[config.mk]
export PLATFORM = sky130hd
export DESIGN_NAME = ahs_top
export DESIGN_NICKNAME = d
export VERILOG_FILES = /design/src/logic/ahs_pkg.sv /design/src/logic/ahs_top.sv /design/src/logic/ahs_half_shift.sv
export VERILOG_INCLUDE_DIRS = /design/src /design/src/logic
export SDC_FILE = /design/constraint.sdc
export NUM_CORES = 1
export LEC_CHECK = 0
export BUFFER_PORTS_ARGS = -buffer_cell sky130_fd_sc_hd__buf_2
export CAP_MARGIN = 15
export CELL_PAD_IN_SITES_DETAIL_PLACEMENT = 0
export CELL_PAD_IN_SITES_GLOBAL_PLACEMENT = 1
export CORE_UTILIZATION = 26
export DETAILED_ROUTE_END_ITERATION = 6
export GPL_TIMING_DRIVEN = 0
export PLACE_DENSITY_LB_ADDON = 0.1
export SYNTH_ARGS = -nofsm -noshare
export SYNTH_HDL_FRONTEND = slang
export SYNTH_SLANG_ARGS = --single-unit
[constraint.sdc]
create_clock -name ref_clk_i -period 2.35 [get_ports ref_clk_i]
set_input_delay 0.1175 -clock ref_clk_i [delete_from_list [all_inputs] [get_ports ref_clk_i]]
set_output_delay 0.1175 -clock ref_clk_i [all_outputs]
set_load 0.005 [all_outputs]
[src/logic/ahs_consts.svh]
// constants for the accumulator and halfword shifter
`ifndef AHS_CONSTS_SVH
`define AHS_CONSTS_SVH
`define AHS_ACC_AMT_W 6
`define AHS_HALF_AMT_W 4
`define AHS_HALF_W 16
`define AHS_WORD_W 32
`define AHS_ACC_W 64
`define AHS_SEL_W 2
`define AHS_OUFLAG_BIT 22
`define AHS_SAT_POS 16'h7fff
`define AHS_SAT_NEG 16'h8000
`define AHS_DISC_ZERO 16'h0000
`define AHS_DISC_ONES 16'hffff
`define AHS_HALF_TOP 4'hf
`endif

[src/logic/ahs_pkg.sv]
// types for the accumulator and halfword shifter
package ahs_pkg;
	typedef enum logic [1:0] {
		ahs_accum_shift_imm,
		ahs_accum_shift_var,
		ahs_pair_half_shift_left,
		ahs_pair_half_shift_left_sat
	} ahs_op_t;
endpackage

[src/logic/ahs_top.sv]
// accumulator shift and halfword-pair shift datapath
// Overview of operation
// RULE1: accumulator shifts join upper and lower words, shift, write back.
// RULE2: accumulator shift amount is six-bit signed; top bit picks direction.
// RULE3: positive amount shifts right up to 31, zeros fill the top.
// RULE4: negative amount shifts left up to 32, zeros fill the bottom.
// RULE5: shift is logical; zero amount leaves the accumulator unchanged.
// RULE6: two-bit select picks one of four accumulators; 0 is the base pair.
// RULE7: variable form uses source register low six bits only.
// RULE8: each halfword shifts left independently by one amount, zero filled.
// RULE9: halfword amount is a four-bit field; zero passes values unchanged.
// RULE10: shifted halfwords land in matching destination halves.
// RULE11: overflow when sign and lost bits are not all equal.
// RULE12: saturating form clamps to 0x7fff or 0x8000 by original sign.
// RULE13: any halfword overflow sets control bit 22, else bit unchanged.
// RULE14: no exception ever depends on operand data.
// RULE15: absent or disabled extension raises an exception instead.
// RULE16: operands arrive in one cycle; results answer one cycle later.
`timescale 1ns/1ps
`include "ahs_consts.svh"
module ahs_top import ahs_pkg::*; (
	// clock and reset
	input wire logic ref_clk_i,
	input wire logic arst_n_i,
	// request from decode
	input wire logic op_valid_i,
	input ahs_op_t op_kind_i,
	input wire logic [`AHS_SEL_W-1:0] accum_select_i,
	input wire logic [`AHS_ACC_AMT_W-1:0] shift_amount_field_i,
	input wire logic [`AHS_WORD_W-1:0] source_gpr_i,
	input wire logic [`AHS_WORD_W-1:0] acc_upper_word_i,
	input wire logic [`AHS_WORD_W-1:0] acc_lower_word_i,
	input wire logic [`AHS_WORD_W-1:0] dsp_control_reg_i,
	// extension state
	input wire logic dsp_present_i,
	input wire logic dsp_enable_i,
	// accumulator write back
	output logic acc_wr_o,
	output logic [`AHS_SEL_W-1:0] accum_select_o,
	output logic [`AHS_WORD_W-1:0] acc_upper_word_o,
	output logic [`AHS_WORD_W-1:0] acc_lower_word_o,
	// target register write back
	output logic gpr_wr_o,
	output logic [`AHS_WORD_W-1:0] target_gpr_o,
	// control register update
	output logic dsp_ctl_wr_o,
	output logic [`AHS_WORD_W-1:0] dsp_control_reg_o,
	// exceptions
	output logic exc_resv_o,
	output logic exc_dsp_off_o
);
	// ********************************************************
	// decode
	// ********************************************************
	logic go_w;
	logic acc_op_w;
	logic half_op_w;
	logic sat_w;
	assign go_w = op_valid_i && dsp_present_i && dsp_enable_i;
	assign acc_op_w = (op_kind_i == ahs_accum_shift_imm) ||
		(op_kind_i == ahs_accum_shift_var);
	assign half_op_w = !acc_op_w;
	assign sat_w = (op_kind_i == ahs_pair_half_shift_left_sat);

	// ********************************************************
	// accumulator shift
	// ********************************************************
	logic [`AHS_ACC_AMT_W-1:0] acc_amt_w;
	logic [`AHS_ACC_AMT_W-1:0] acc_mag_w;
	logic acc_left_w;
	logic [`AHS_ACC_W-1:0] acc_in_w;
	logic [`AHS_ACC_W-1:0] acc_res_w;
	// RULE7: low six source bits
	assign acc_amt_w = (op_kind_i == ahs_accum_shift_var) ?
		source_gpr_i[`AHS_ACC_AMT_W-1:0] : shift_amount_field_i;
	// RULE2: sign picks direction
	assign acc_left_w = acc_amt_w[`AHS_ACC_AMT_W-1];
	assign acc_mag_w = acc_left_w ? -acc_amt_w : acc_amt_w;
	// RULE1: one 64-bit value
	assign acc_in_w = {acc_upper_word_i, acc_lower_word_i};
	// RULE3: logical right, RULE4: logical left, RULE5: zero passes
	assign acc_res_w = acc_left_w ? (acc_in_w << acc_mag_w) :
		(acc_in_w >> acc_mag_w);

	// ********************************************************
	// halfword pair shift
	// ********************************************************
	logic [1:0][`AHS_HALF_W-1:0] half_res_w;
	logic [1:0] half_ovf_w;
	logic ovf_any_w;
	genvar ln;
	generate
		for (ln = 0; ln < 2; ln++) begin : g_lane
			// RULE9: four-bit amount field
			ahs_half_shift u_lane (
				.half_i(source_gpr_i[ln*`AHS_HALF_W +: `AHS_HALF_W]),
				.amt_i(shift_amount_field_i[`AHS_HALF_AMT_W-1:0]),
				.sat_i(sat_w),
				.half_o(half_res_w[ln]),
				.ovf_o(half_ovf_w[ln])
			);
		end
	endgenerate
	assign ovf_any_w = |half_ovf_w;

	// ********************************************************
	// next values
	// ********************************************************
	logic acc_wr_nxt;
	logic gpr_wr_nxt;
	logic ctl_wr_nxt;
	logic resv_nxt;
	logic off_nxt;
	logic [`AHS_WORD_W-1:0] ctl_nxt;
	assign acc_wr_nxt = go_w && acc_op_w;
	assign gpr_wr_nxt = go_w && half_op_w;
	// RULE13: set bit 22 only on overflow
	assign ctl_wr_nxt = gpr_wr_nxt && ovf_any_w;
	assign ctl_nxt = dsp_control_reg_i |
		(`AHS_WORD_W'(1) << `AHS_OUFLAG_BIT);
	// RULE15: absent beats disabled; RULE14: data never involved
	assign resv_nxt = op_valid_i && !dsp_present_i;
	assign off_nxt = op_valid_i && dsp_present_i && !dsp_enable_i;

	// ********************************************************
	// output registers
	// ********************************************************
	// RULE16: answer one edge after request
	always_ff @(posedge ref_clk_i or negedge arst_n_i) begin
		if (!arst_n_i) begin
			acc_wr_o <= 1'b0;
			gpr_wr_o <= 1'b0;
			dsp_ctl_wr_o <= 1'b0;
			exc_resv_o <= 1'b0;
			exc_dsp_off_o <= 1'b0;
		end else begin
			acc_wr_o <= acc_wr_nxt;
			gpr_wr_o <= gpr_wr_nxt;
			dsp_ctl_wr_o <= ctl_wr_nxt;
			exc_resv_o <= resv_nxt;
			exc_dsp_off_o <= off_nxt;
		end
	end

	// data held between operations to save toggling
	always_ff @(posedge ref_clk_i or negedge arst_n_i) begin
		if (!arst_n_i) begin
			accum_select_o <= '0;
			acc_upper_word_o <= '0;
			acc_lower_word_o <= '0;
		end else if (acc_wr_nxt) begin
			// RULE6: same accumulator back
			accum_select_o <= accum_select_i;
			acc_upper_word_o <= acc_res_w[`AHS_ACC_W-1:`AHS_WORD_W];
			acc_lower_word_o <= acc_res_w[`AHS_WORD_W-1:0];
		end
	end

	always_ff @(posedge ref_clk_i or negedge arst_n_i) begin
		if (!arst_n_i) begin
			target_gpr_o <= '0;
			dsp_control_reg_o <= '0;
		end else if (gpr_wr_nxt) begin
			// RULE10: lanes keep their halves
			target_gpr_o <= {half_res_w[1], half_res_w[0]};
			dsp_control_reg_o <= ctl_nxt;
		end
	end

	// ********************************************************
	// checks
	// ********************************************************
	logic [`AHS_HALF_W-1:0] src_lo_w;
	logic [`AHS_HALF_AMT_W-1:0] half_amt_w;
	assign src_lo_w = source_gpr_i[`AHS_HALF_W-1:0];
	assign half_amt_w = shift_amount_field_i[`AHS_HALF_AMT_W-1:0];

	a_acc_select: assert property (@(posedge ref_clk_i) // RULE6
		disable iff (!arst_n_i)
		acc_wr_nxt |=> acc_wr_o && !gpr_wr_o &&
		accum_select_o == $past(accum_select_i))
		else $error("accumulator write back missing");
	a_acc_right: assert property (@(posedge ref_clk_i) // RULE3
		disable iff (!arst_n_i)
		acc_wr_nxt && !acc_left_w |=>
		{acc_upper_word_o, acc_lower_word_o} ==
		($past(acc_in_w) >> $past(acc_amt_w)))
		else $error("right shift wrong");
	a_acc_left: assert property (@(posedge ref_clk_i) // RULE4
		disable iff (!arst_n_i)
		acc_wr_nxt && acc_left_w |=>
		{acc_upper_word_o, acc_lower_word_o} ==
		($past(acc_in_w) << $past(acc_mag_w)) &&
		$past(acc_mag_w) != '0)
		else $error("left shift wrong");
	a_acc_zero: assert property (@(posedge ref_clk_i) // RULE5
		disable iff (!arst_n_i)
		acc_wr_nxt && acc_amt_w == '0 |=>
		acc_upper_word_o == $past(acc_upper_word_i) &&
		acc_lower_word_o == $past(acc_lower_word_i))
		else $error("zero shift changed value");
	a_var_amount: assert property (@(posedge ref_clk_i) // RULE7
		disable iff (!arst_n_i)
		go_w && op_kind_i == ahs_accum_shift_var |->
		acc_amt_w == source_gpr_i[`AHS_ACC_AMT_W-1:0])
		else $error("variable amount wrong");
	a_half_lane: assert property (@(posedge ref_clk_i) // RULE8
		disable iff (!arst_n_i)
		gpr_wr_nxt && !sat_w |=>
		target_gpr_o[`AHS_HALF_W-1:0] ==
		`AHS_HALF_W'($past(src_lo_w) << $past(half_amt_w)))
		else $error("halfword shift wrong");
	a_half_sat: assert property (@(posedge ref_clk_i) // RULE12
		disable iff (!arst_n_i)
		gpr_wr_nxt && sat_w && half_ovf_w[0] |=>
		target_gpr_o[`AHS_HALF_W-1:0] ==
		($past(src_lo_w[`AHS_HALF_W-1]) ? `AHS_SAT_NEG : `AHS_SAT_POS))
		else $error("saturation value wrong");
	a_ouflag_set: assert property (@(posedge ref_clk_i) // RULE13
		disable iff (!arst_n_i)
		gpr_wr_nxt |=> dsp_ctl_wr_o == $past(ovf_any_w) &&
		dsp_control_reg_o[`AHS_OUFLAG_BIT])
		else $error("overflow flag wrong");
	a_exc_block: assert property (@(posedge ref_clk_i) // RULE15
		disable iff (!arst_n_i)
		op_valid_i && !(dsp_present_i && dsp_enable_i) |=>
		(exc_resv_o ^ exc_dsp_off_o) && !acc_wr_o && !gpr_wr_o &&
		!dsp_ctl_wr_o)
		else $error("disabled op executed");
	a_no_data_exc: assert property (@(posedge ref_clk_i) // RULE14
		disable iff (!arst_n_i)
		go_w |=> !exc_resv_o && !exc_dsp_off_o && (acc_wr_o || gpr_wr_o))
		else $error("data exception or lost op");
	// left by the full magnitude is the only case with the top bit set
	c_acc_left: cover property (@(posedge ref_clk_i)
		disable iff (!arst_n_i)
		acc_wr_nxt && acc_left_w && acc_mag_w[`AHS_ACC_AMT_W-1]);
	c_half_sat: cover property (@(posedge ref_clk_i)
		disable iff (!arst_n_i)
		gpr_wr_nxt && sat_w && ovf_any_w);
	c_disabled: cover property (@(posedge ref_clk_i)
		disable iff (!arst_n_i)
		off_nxt);
endmodule

[src/logic/ahs_half_shift.sv]
// one halfword lane: left shift, overflow detect, optional saturation
`timescale 1ns/1ps
`include "ahs_consts.svh"
module ahs_half_shift (
	// operand
	input wire logic [`AHS_HALF_W-1:0] half_i,
	input wire logic [`AHS_HALF_AMT_W-1:0] amt_i,
	input wire logic sat_i,
	// result
	output logic [`AHS_HALF_W-1:0] half_o,
	output logic ovf_o
);
	logic [`AHS_HALF_W-1:0] shifted_w;
	logic [`AHS_HALF_W-1:0] discard_w;
	// RULE8: zeros fill low bits
	assign shifted_w = half_i << amt_i;
	// RULE11: sign plus lost bits must agree
	assign discard_w = $signed(half_i) >>> (`AHS_HALF_TOP - amt_i);
	assign ovf_o = (discard_w != `AHS_DISC_ZERO) &&
		(discard_w != `AHS_DISC_ONES);
	// RULE12: clamp by original sign
	assign half_o = (sat_i && ovf_o) ?
		(half_i[`AHS_HALF_W-1] ? `AHS_SAT_NEG : `AHS_SAT_POS) : shifted_w;
endmodule

==> impl_results.md, run 1 <==
* Leakage at 10.69 nW
* Max VDD drop at ~0.53 mV
* Clock Tree Buf Depth at 2
* Period utilisation layout at 114.0%
* Avg WL per Cell at 32.78 um
* Vias in the first global route at around 19000
* Flop2flop setup slack at around 1.3 ns
* Storage cell area at roughly 3400 sq um
* Worst Path Buf+Inv at 6
* CP arrival at approximately 3 ns
* Post-synth ARST share at between 90% and 100%
* Flops & latches, synth at around 140
* Layout Nets at ~2600
* Die area at about 60000 sq um
* Yosys Warn Count at 0
* CTS clk-pin slew, worst paths at approximately 0.07 ns
* Initial core utilization at between 20% and 30%
* Slew @ Worst Pin at between 1 and 1.5 ns
* Post-synth top area cell: dfrtp_1
* Final hold vios at 0
* Post-synth EDFFs at 0
* Largest net degree at the start of global routing at 80
* Ys flop type: dfrtp_1
* Worst slew margin at 23.80%
* Max_cap viols at 0
* Die width at between 200 and 250 um
* Initial drt markers at between 2000 and 2500
* Layout fillers at approximately 5600
* Sequential share of the synthesized area at between 20% and 30%
* Slowest-stage cell, CP: mux4_2
* Fin cells at between 3000 and 4000
* Pins Over Slew Limit at 0
* CP dominant cell by count: buf_6
* Initial antenna violation count at 2
* Vias at approximately 20000
* Crit end category: flip-flop
* FP Rows at between 80 and 90
* Clk_lat worst skew at around 0.44 ns
* Final setup viols at between 90 and 100
* Chip Height at 244.1 um
* Global-route wire length before repair at ~150 mm
* Failing checks: negative setup slack
* Synthesized Nets at roughly 2000
* Clk sink count at about 140
* Vias/cell at approximately 6.2
* Post-DP Area at around 18000 sq um
* Inst Count DP at between 2000 and 3000
* Final WS setup at -0.3298 ns
* Most common cell after layout, fill and taps aside: buf_2
* Avg Inst Size Synth at approximately 8.1 sq um
* Final setup skew at 0 ns
* Worst hold-check path type: input port to flip-flop
* CTS HTree Levels at 4
* Mapped Cells at roughly 1900
* Crit path largest cell delay at roughly 0.57 ns
* RePlAce Congestion at ~1.0
* Fmax at around 0.37 GHz
* Placeable Area at between 50000 and 60000 sq um
* First drt pass iteration count at 6
* Area of the multi-input gates at between 15000 and 20000 sq um
* Synth area leaders: dfrtp_1 (22%), mux2i_1 (19%), mux4_2 (9.2%)
* PortBufs at around 270
* Worst setup SP type: input port
* CP top delay family: multiplexers
* Remaining Overflow, GRT at 0
* DR DRC count at 0
* HPWL Detailed at slightly above 80 mm
* Cell area after layout at 26920 sq um
* Total GRT Usage at 34.49%
* Post-synthesis to final-layout area growth at 76.62%
* IO Pins at between 200 and 300
* CP max FO at 5
* Req. time, crit path at 2.67 ns
* Fin crit period at 2.680 ns
* Routed Antenna Nets at 0
* CTS tree: done
* Num CTS Buffers at 17
* Layout cells sized above 1 at 54.22%
* Run status: finished with violations
* Most frequent cells in the layout: buf_2 (261), nand2_1 (241), buf_4 (192)
* Pre-CTS setup slack at -2.272 ns
* Clock root cell: clkbuf_16
* RSZ-0062 raised after global routing: true
* Synth Cell Area at 15240 sq um
* Area fraction of the dominant cell type after synthesis at between 20% and 30%
* Critical path class: input port to flip-flop
* Synth cell types at 74
* CP Cell Sequence: buf_8 -> nor2b_4 -> buf_8 -> buf_6 -> o21a_4 -> xnor2_4 -> buf_6 -> buf_6 -> buf_6 -> mux4_2 -> nor2_4 -> nor2_4 -> mux2_4 -> o211ai_1 -> nand3_1
* Power Density at 651.0 nW/um^2
* Final wirelength at 106.4 mm
==> flip-flops by register name, summed over array words and instances (netlist names), 2 cells and up <==
name	count
dsp_control_reg_o	32
acc_upper_word_o	32
target_gpr_o	32
accum_select_o	2
acc_lower_word_o	32
==> routing by layer <==
layer  global-route usage, %  wire length [um]  vias up
li1                        -                 -     8341
met1                   49.09             46420    10090
met2                   51.04             45450     1303
met3                   6.607              9720      265
met4                   13.36              4761        0
met5                       0                 0        -
==> worst min-delay path: cells and delay by family <==
family	cells	cell delay, ns
compound gates	2	0.27
buf+inv	1	0.21
==> what timing repair did <==
action | CTS | global route
setup endpoints to repair | 97 | 96
endpoints found under the hold margin | 91 | 0
resized for setup | 794 | 291
setup buffers | 164 | 99
pin swaps | 132 | 141
hold buffers | 38 | 0
cloned | 15 | 3
==> final timing paths <==
| path | cells after the start | startpoint | end |
|---|---|---|---|
| max in group asynchronous | 3 | arst_n_i | acc_lower_word_o[13]$_DFFE_PN0P_ |
| worst min register to register | 1 | dsp_control_reg_o[22]$_DFFE_PN0P_ | dsp_control_reg_o[22]$_DFFE_PN0P_ |
| worst max register to register | 2 | acc_lower_word_o[17]$_DFFE_PN0P_ | acc_lower_word_o[17]$_DFFE_PN0P_ |
| worst min-delay path | 3 | source_gpr_i[16] | target_gpr_o[16]$_DFFE_PN0P_ |
| min in group asynchronous | 2 | arst_n_i | dsp_control_reg_o[6]$_DFFE_PN0P_ |
| worst max-delay path | 15 | op_kind_i[0] | acc_lower_word_o[30]$_DFFE_PN0P_ |
==> stage by stage <==
| stage | power [mW] | setup TNS (ns) | hold slack (ns) | util, % |
|---|---|---|---|---|
| final | 17.53 | -10.64 | 0.1775 | 46.57 |
| after floorplan | 7.201 | -14.76 | -0.1781 | - |
| after detailed placement | 10.58 | -147.17 | 0.1239 | 31.96 |
| after CTS | 16.14 | -6.520 | 0.1631 | 42.88 |
| after global routing | 17.96 | -13.79 | 0.1892 | 46.57 |
| after global placement | 10.61 | -271.07 | 0.3100 | 31.90 |
==> cells in the mapped netlist (4+ instances only) <==
cell       number
o211a_1         4
a211o_1        12
and2_1         17
a221o_1        11
mux2_2         39
mux4_2         62
o31ai_1         6
o2111ai_1       6
or3_1           8
o211ai_1       43
nor2b_1         9
o32ai_1         6
or2_2           9
a211oi_1       22
inv_1          13
nor2_1        202
and3_1         11
nor3_1         42
a221oi_1       24
a22oi_1        24
buf_1          24
a2111oi_0       6
clkbuf_1       79
mux2i_1       284
o21ai_0        96
o22ai_1        48
o221ai_1        6
a22o_1         17
xnor2_1         4
a32oi_1        11
o21a_1          6
nand2b_1       12
buf_4           4
a222oi_1        5
nand2_1       264
a21o_1          6
nand4_1         7
o22a_1          9
a21oi_1       114
a31oi_1        22
nand3_1        29
dfrtp_1       135
buf_2          59
==> layout make-up <==
cell class | instances | share of cell area [%]
Timing Repair Buffer | 578 | 16.75
Sequential cell | 135 | 12.55
Inverter | 14 | 0.2417
Antenna cell | 1 | 0.009295
Tap cell | 765 | 3.555
Clock inverter | 14 | 0.4787
Buffer | 162 | 7.255
Clock buffer | 18 | 1.594
Multi-Input combinational cell | 1558 | 57.57
==> logic make-up (layout without fill, tap and decap cells) <==
| logic type | after synthesis | in the layout | synth area share, % |
|---|---|---|---|
| other cells | 0 | 1 | 0 |
| buf+inv | 181 | 786 | 5.089 |
| flops | 135 | 135 | 22.16 |
| xor+xnor | 7 | 7 | 0.4515 |
| simple gates | 627 | 627 | 17.67 |
| mux | 385 | 385 | 30.69 |
| compound gates | 538 | 539 | 23.94 |
==> report_power, final <==
part	internal, mW	total [mW]	switching [mW]
registers	2.88	3.21	0.329
clock network	1.40	2.65	1.26
logic	5.13	11.7	6.54
No activity file was read; power rests on OpenSTA's default activity.
==> run 2, diff against run 1 <==
--- a/config.mk
+++ b/config.mk
@@ -16,4 +16,5 @@
 export PLACE_DENSITY_LB_ADDON = 0.1
 export SYNTH_ARGS = -nofsm -noshare
 export SYNTH_HDL_FRONTEND = slang
+export SYNTH_HIERARCHICAL = 1
 export SYNTH_SLANG_ARGS = --single-unit
==> impl_results.md, run 2 <==
* RePlAce Congestion at 1.024 (-1.2%)
* RSZ-0062 raised after global routing: true
* Crit end category: flip-flop
* Leakage at 11.30 nW (+5.7%)
* Post-synthesis to final-layout area growth at 66.08%
* Worst hold-check path type: input port to flip-flop
* Reg2reg start: acc_lower_word_o[22]$_DFFE_PN0P_
* Avg WL per Cell at 35.76 um (+9.1%)
* Worst Path Buf+Inv at 5 (-1)
* Final wirelength at 127.5 mm (+20%)
* Post-synth EDFFs at 0 (unchanged)
* CTS HTree Levels at 4 (unchanged)
* Fin crit period at 2.665 ns (-0.01519 ns)
* Worst setup SP type: input port
* GRT met2 Usage at 55.64% (+4.6 points)
* Max VDD drop at 0.5756 mV (+9.3%)
* Clock root cell: clkbuf_16
* XOR/XNOR Fraction of Synth Area at 0.6420% (+0.19 points)
* Combinational family with the most area after synthesis: compound AO/OA/AOI/OAI gates
* Worst slew margin at 25.10% (+1.3 points)
* Area fraction of the dominant cell type after synthesis at 20.39% (-1.8 points)
* Post-synth ARST share at 100.0% (unchanged)
* Hold path endpoint: target_gpr_o[16]$_DFFE_PN0P_
* Die width at 254.4 um (+4.2%)
* Storage cell area at 3378 sq um (unchanged)
* CP max FO at 10 (+5)
* CP top delay family: simple AND/OR/NAND/NOR gates
* Final hold vios at 0 (unchanged)
* Pins Over Slew Limit at 0 (unchanged)
* Placeable Area at 62970 sq um (+8.9%)
* IO Pins at 278 (unchanged)
* Clock Tree Buf Depth at 2 (unchanged)
* FP Rows at 92 (+4.5%)
* Period utilisation layout at 113.4% (-0.65 points)
* Post-DP Area at 19230 sq um (+4.1%)
* Fin util at 43.69% (-2.9 points)
* Vias at 22580 (+13%)
* First drt pass iteration count at 7 (+1)
* Max_cap viols at 0 (unchanged)
* Initial antenna violation count at 4 (+2)
* Layout Nets at 2849 (+9.2%)
* Compound-Gate Fraction of Synth Area at 26.88% (+2.9 points)
* Hold Crit Depth at 5 (+2)
* Critical path class: input port to flip-flop
* Synth cell types at 89 (+20%)
* Mapped Cells at 2107 (+12%)
* Power Density at 642.2 nW/um^2 (-1.3%)
* Flops & latches, synth at 135 (unchanged)
* Chip Height at 254.4 um (+4.2%)
* Routed Antenna Nets at 0 (unchanged)
* Hold Startpoint: source_gpr_i[16]
* Slew @ Worst Pin at 1.124 ns (-0.01949 ns)
* Initial core utilization at 26.31% (-0.063 points)
* HPWL Detailed at 97.60 mm (+21%)
* R2R depth at 2 (unchanged)
* Multiplexer share of the synthesized area at 24.44% (-6.2 points)
* CP Cell Sequence: buf_12 -> buf_8 -> or2_4 -> mux2i_4 -> buf_8 -> buf_12 -> nand3_4 -> nand3_4 -> nor2_4 -> clkbuf_4 -> a222oi_1 -> o221ai_1
* Capture instance of the worst register-to-register path: acc_lower_word_o[22]$_DFFE_PN0P_
* Most frequent cells in the layout: nand2_1 (390), buf_2 (253), buf_4 (214)
* Initial drt markers at 2732 (+22%)
* Avg Inst Size Synth at 7.862 sq um (-3.4%)
* CP arrival at 2.98 ns (-0.02 ns)
* Largest net degree at the start of global routing at 84 (+5.0%)
* Vias/cell at 6.331 (+2.7%)
* Remaining Overflow, GRT at 0 (unchanged)
* Synth area leaders: dfrtp_1 (20%), mux2i_1 (12%), nand2_1 (9.3%)
* PortBufs at 254 (-4.9%)
* Sequential share of the synthesized area at 20.39% (-1.8 points)
* CTS clk-pin slew, worst paths at 0.07 ns (about the same)
* Fin cells at 3566 (+9.9%)
* Flop2flop setup slack at 1.05 ns (-0.29 ns)
* Synthesized Nets at 2250 (+12%)
* Yosys Warn Count at 6 (+6)
* Ys flop type: dfrtp_1
* Run status: finished with violations
* Total GRT Usage at 38.15% (+3.7 points)
* Num CTS Buffers at 17 (unchanged)
* Req. time, crit path at 2.66 ns (about the same)
* Most common cell after layout, fill and taps aside: nand2_1
* Layout fillers at 6334 (+14%)
* Final WS setup at -0.3146 ns (+0.01519 ns)
* Synth Cell Area at 16560 sq um (+8.7%)
* CTS tree: done
* Inst Count DP at 3211 (+10%)
* Clk_lat worst skew at 0.48 ns (+0.04 ns)
* Pre-CTS setup slack at -2.150 ns (+0.1215 ns)
* Failing checks: design-rule violations, negative setup slack
* Most Crowded Layer GR: met2
* Post-synthesis simple-gate area fraction at 20.53% (+2.9 points)
* GR Layer Usage met1 at 51.57% (+2.5 points)
* Final setup skew at 0 ns (unchanged)
* Synth Area in Adders at 0% (unchanged)
* Die area at 64720 sq um (+8.6%)
* Tot Pwr at 17.67 mW (+0.81%)
* Synth cell count leaders: nand2_1 (412), mux2i_1 (204), nor2_1 (153)
* Crit path largest cell delay at 0.49 ns (-0.08 ns)
* Post-synth top area cell: dfrtp_1
* Met3 global-route usage at 9.594% (+3.0 points)
* Vias in the first global route at 21650 (+15%)
* Layout cells sized above 1 at 47.04% (-7.2 points)
* Final setup viols at 94 (+3.3%)
* Cell area after layout at 27510 sq um (+2.2%)
* Area of the multi-input gates at 15440 sq um (-0.39%)
* Clk sink count at 135 (unchanged)
* DR DRC count at 1 (+1)
* Slowest-stage cell, CP: mux2i_4
* Global-route wire length before repair at 172.3 mm (+17%)
* Top-count cell post-synth: nand2_1
* Fmax at 0.3753 GHz (+0.57%)
-- run 2: worst max path at each step --
stage | from | endpoint | cells past startpoint | slack (ns)
floorplan | shift_amount_field_i[0] | target_gpr_o[15]$_DFFE_PN0P_ | 9 | -0.41
global placement | source_gpr_i[1] | acc_upper_word_o[7]$_DFFE_PN0P_ | 13 | -2.45
detailed placement | shift_amount_field_i[1] | acc_upper_word_o[8]$_DFFE_PN0P_ | 12 | -2.15
CTS | shift_amount_field_i[1] | target_gpr_o[13]$_DFFE_PN0P_ | 12 | -0.24
global route | shift_amount_field_i[1] | target_gpr_o[27]$_DFFE_PN0P_ | 12 | -0.30
finish | source_gpr_i[1] | acc_lower_word_o[22]$_DFFE_PN0P_ | 12 | -0.31
-- run 2: cell families (layout without fill, tap and decap cells) --
family                    Yosys count  in the layout
other                               0              1
xor gates and xnor gates            7              7
buffers and inverters             244            856
muxes                             312            312
and+or+nand+nor                   779            779
AOI/OAI and AO/OA                 630            630
DFF                               135            135
-- run 2: final cells by class --
class	instances	share of cell area (%)
multi-input cells	1728	56.12
repair buffers	585	17.57
flip-flops and latches	135	12.28
plain buffers	210	7.691
well taps	846	3.848
clock buffers	17	1.546
clock inverters	15	0.5412
inverters	29	0.3957
diodes	1	0.009096
-- run 2: worst register-to-register path: cells and delay by family, from the launching register on --
family,cells,cell delay [ns]
AOI/OAI and AO/OA,2,0.73
DFF,1,0.40
-- run 2: layer usage --
metal	vias up	routed length (um)
met5	-	39
met4	6	8116
met3	386	14840
met2	1636	52060
met1	11340	52460
li1	9212	-
-- run 2: metrics by stage --
step | hold WS [ns] | setup TNS, ns
finish | 0.06821 | -15.70
global route | 0.07684 | -16.52
CTS | 0.03288 | -5.736
detailed placement | 0.1093 | -146.73
global placement | 0.3175 | -272.50
floorplan | -0.1781 | -10.91
-- run 2: report_power, final --
group | internal (mW) | switching (mW) | leakage (nW)
registers | 2.86 | 0.322 | 1.68
logic | 4.93 | 6.82 | 9.34
clock network | 1.40 | 1.33 | 0.276
total | 9.19 | 8.48 | 11.3
-- run 2: timing repair --
| item | in CTS | in global routing |
|---|---|---|
| setup buffers | 183 | 94 |
| endpoints found under the setup margin | 99 | 97 |
| resized for setup | 721 | 320 |
| hold endpoints to repair | 87 | 0 |
| pin swaps | 102 | 125 |
| hold buffers | 38 | 0 |
| gates cloned | 4 | 11 |
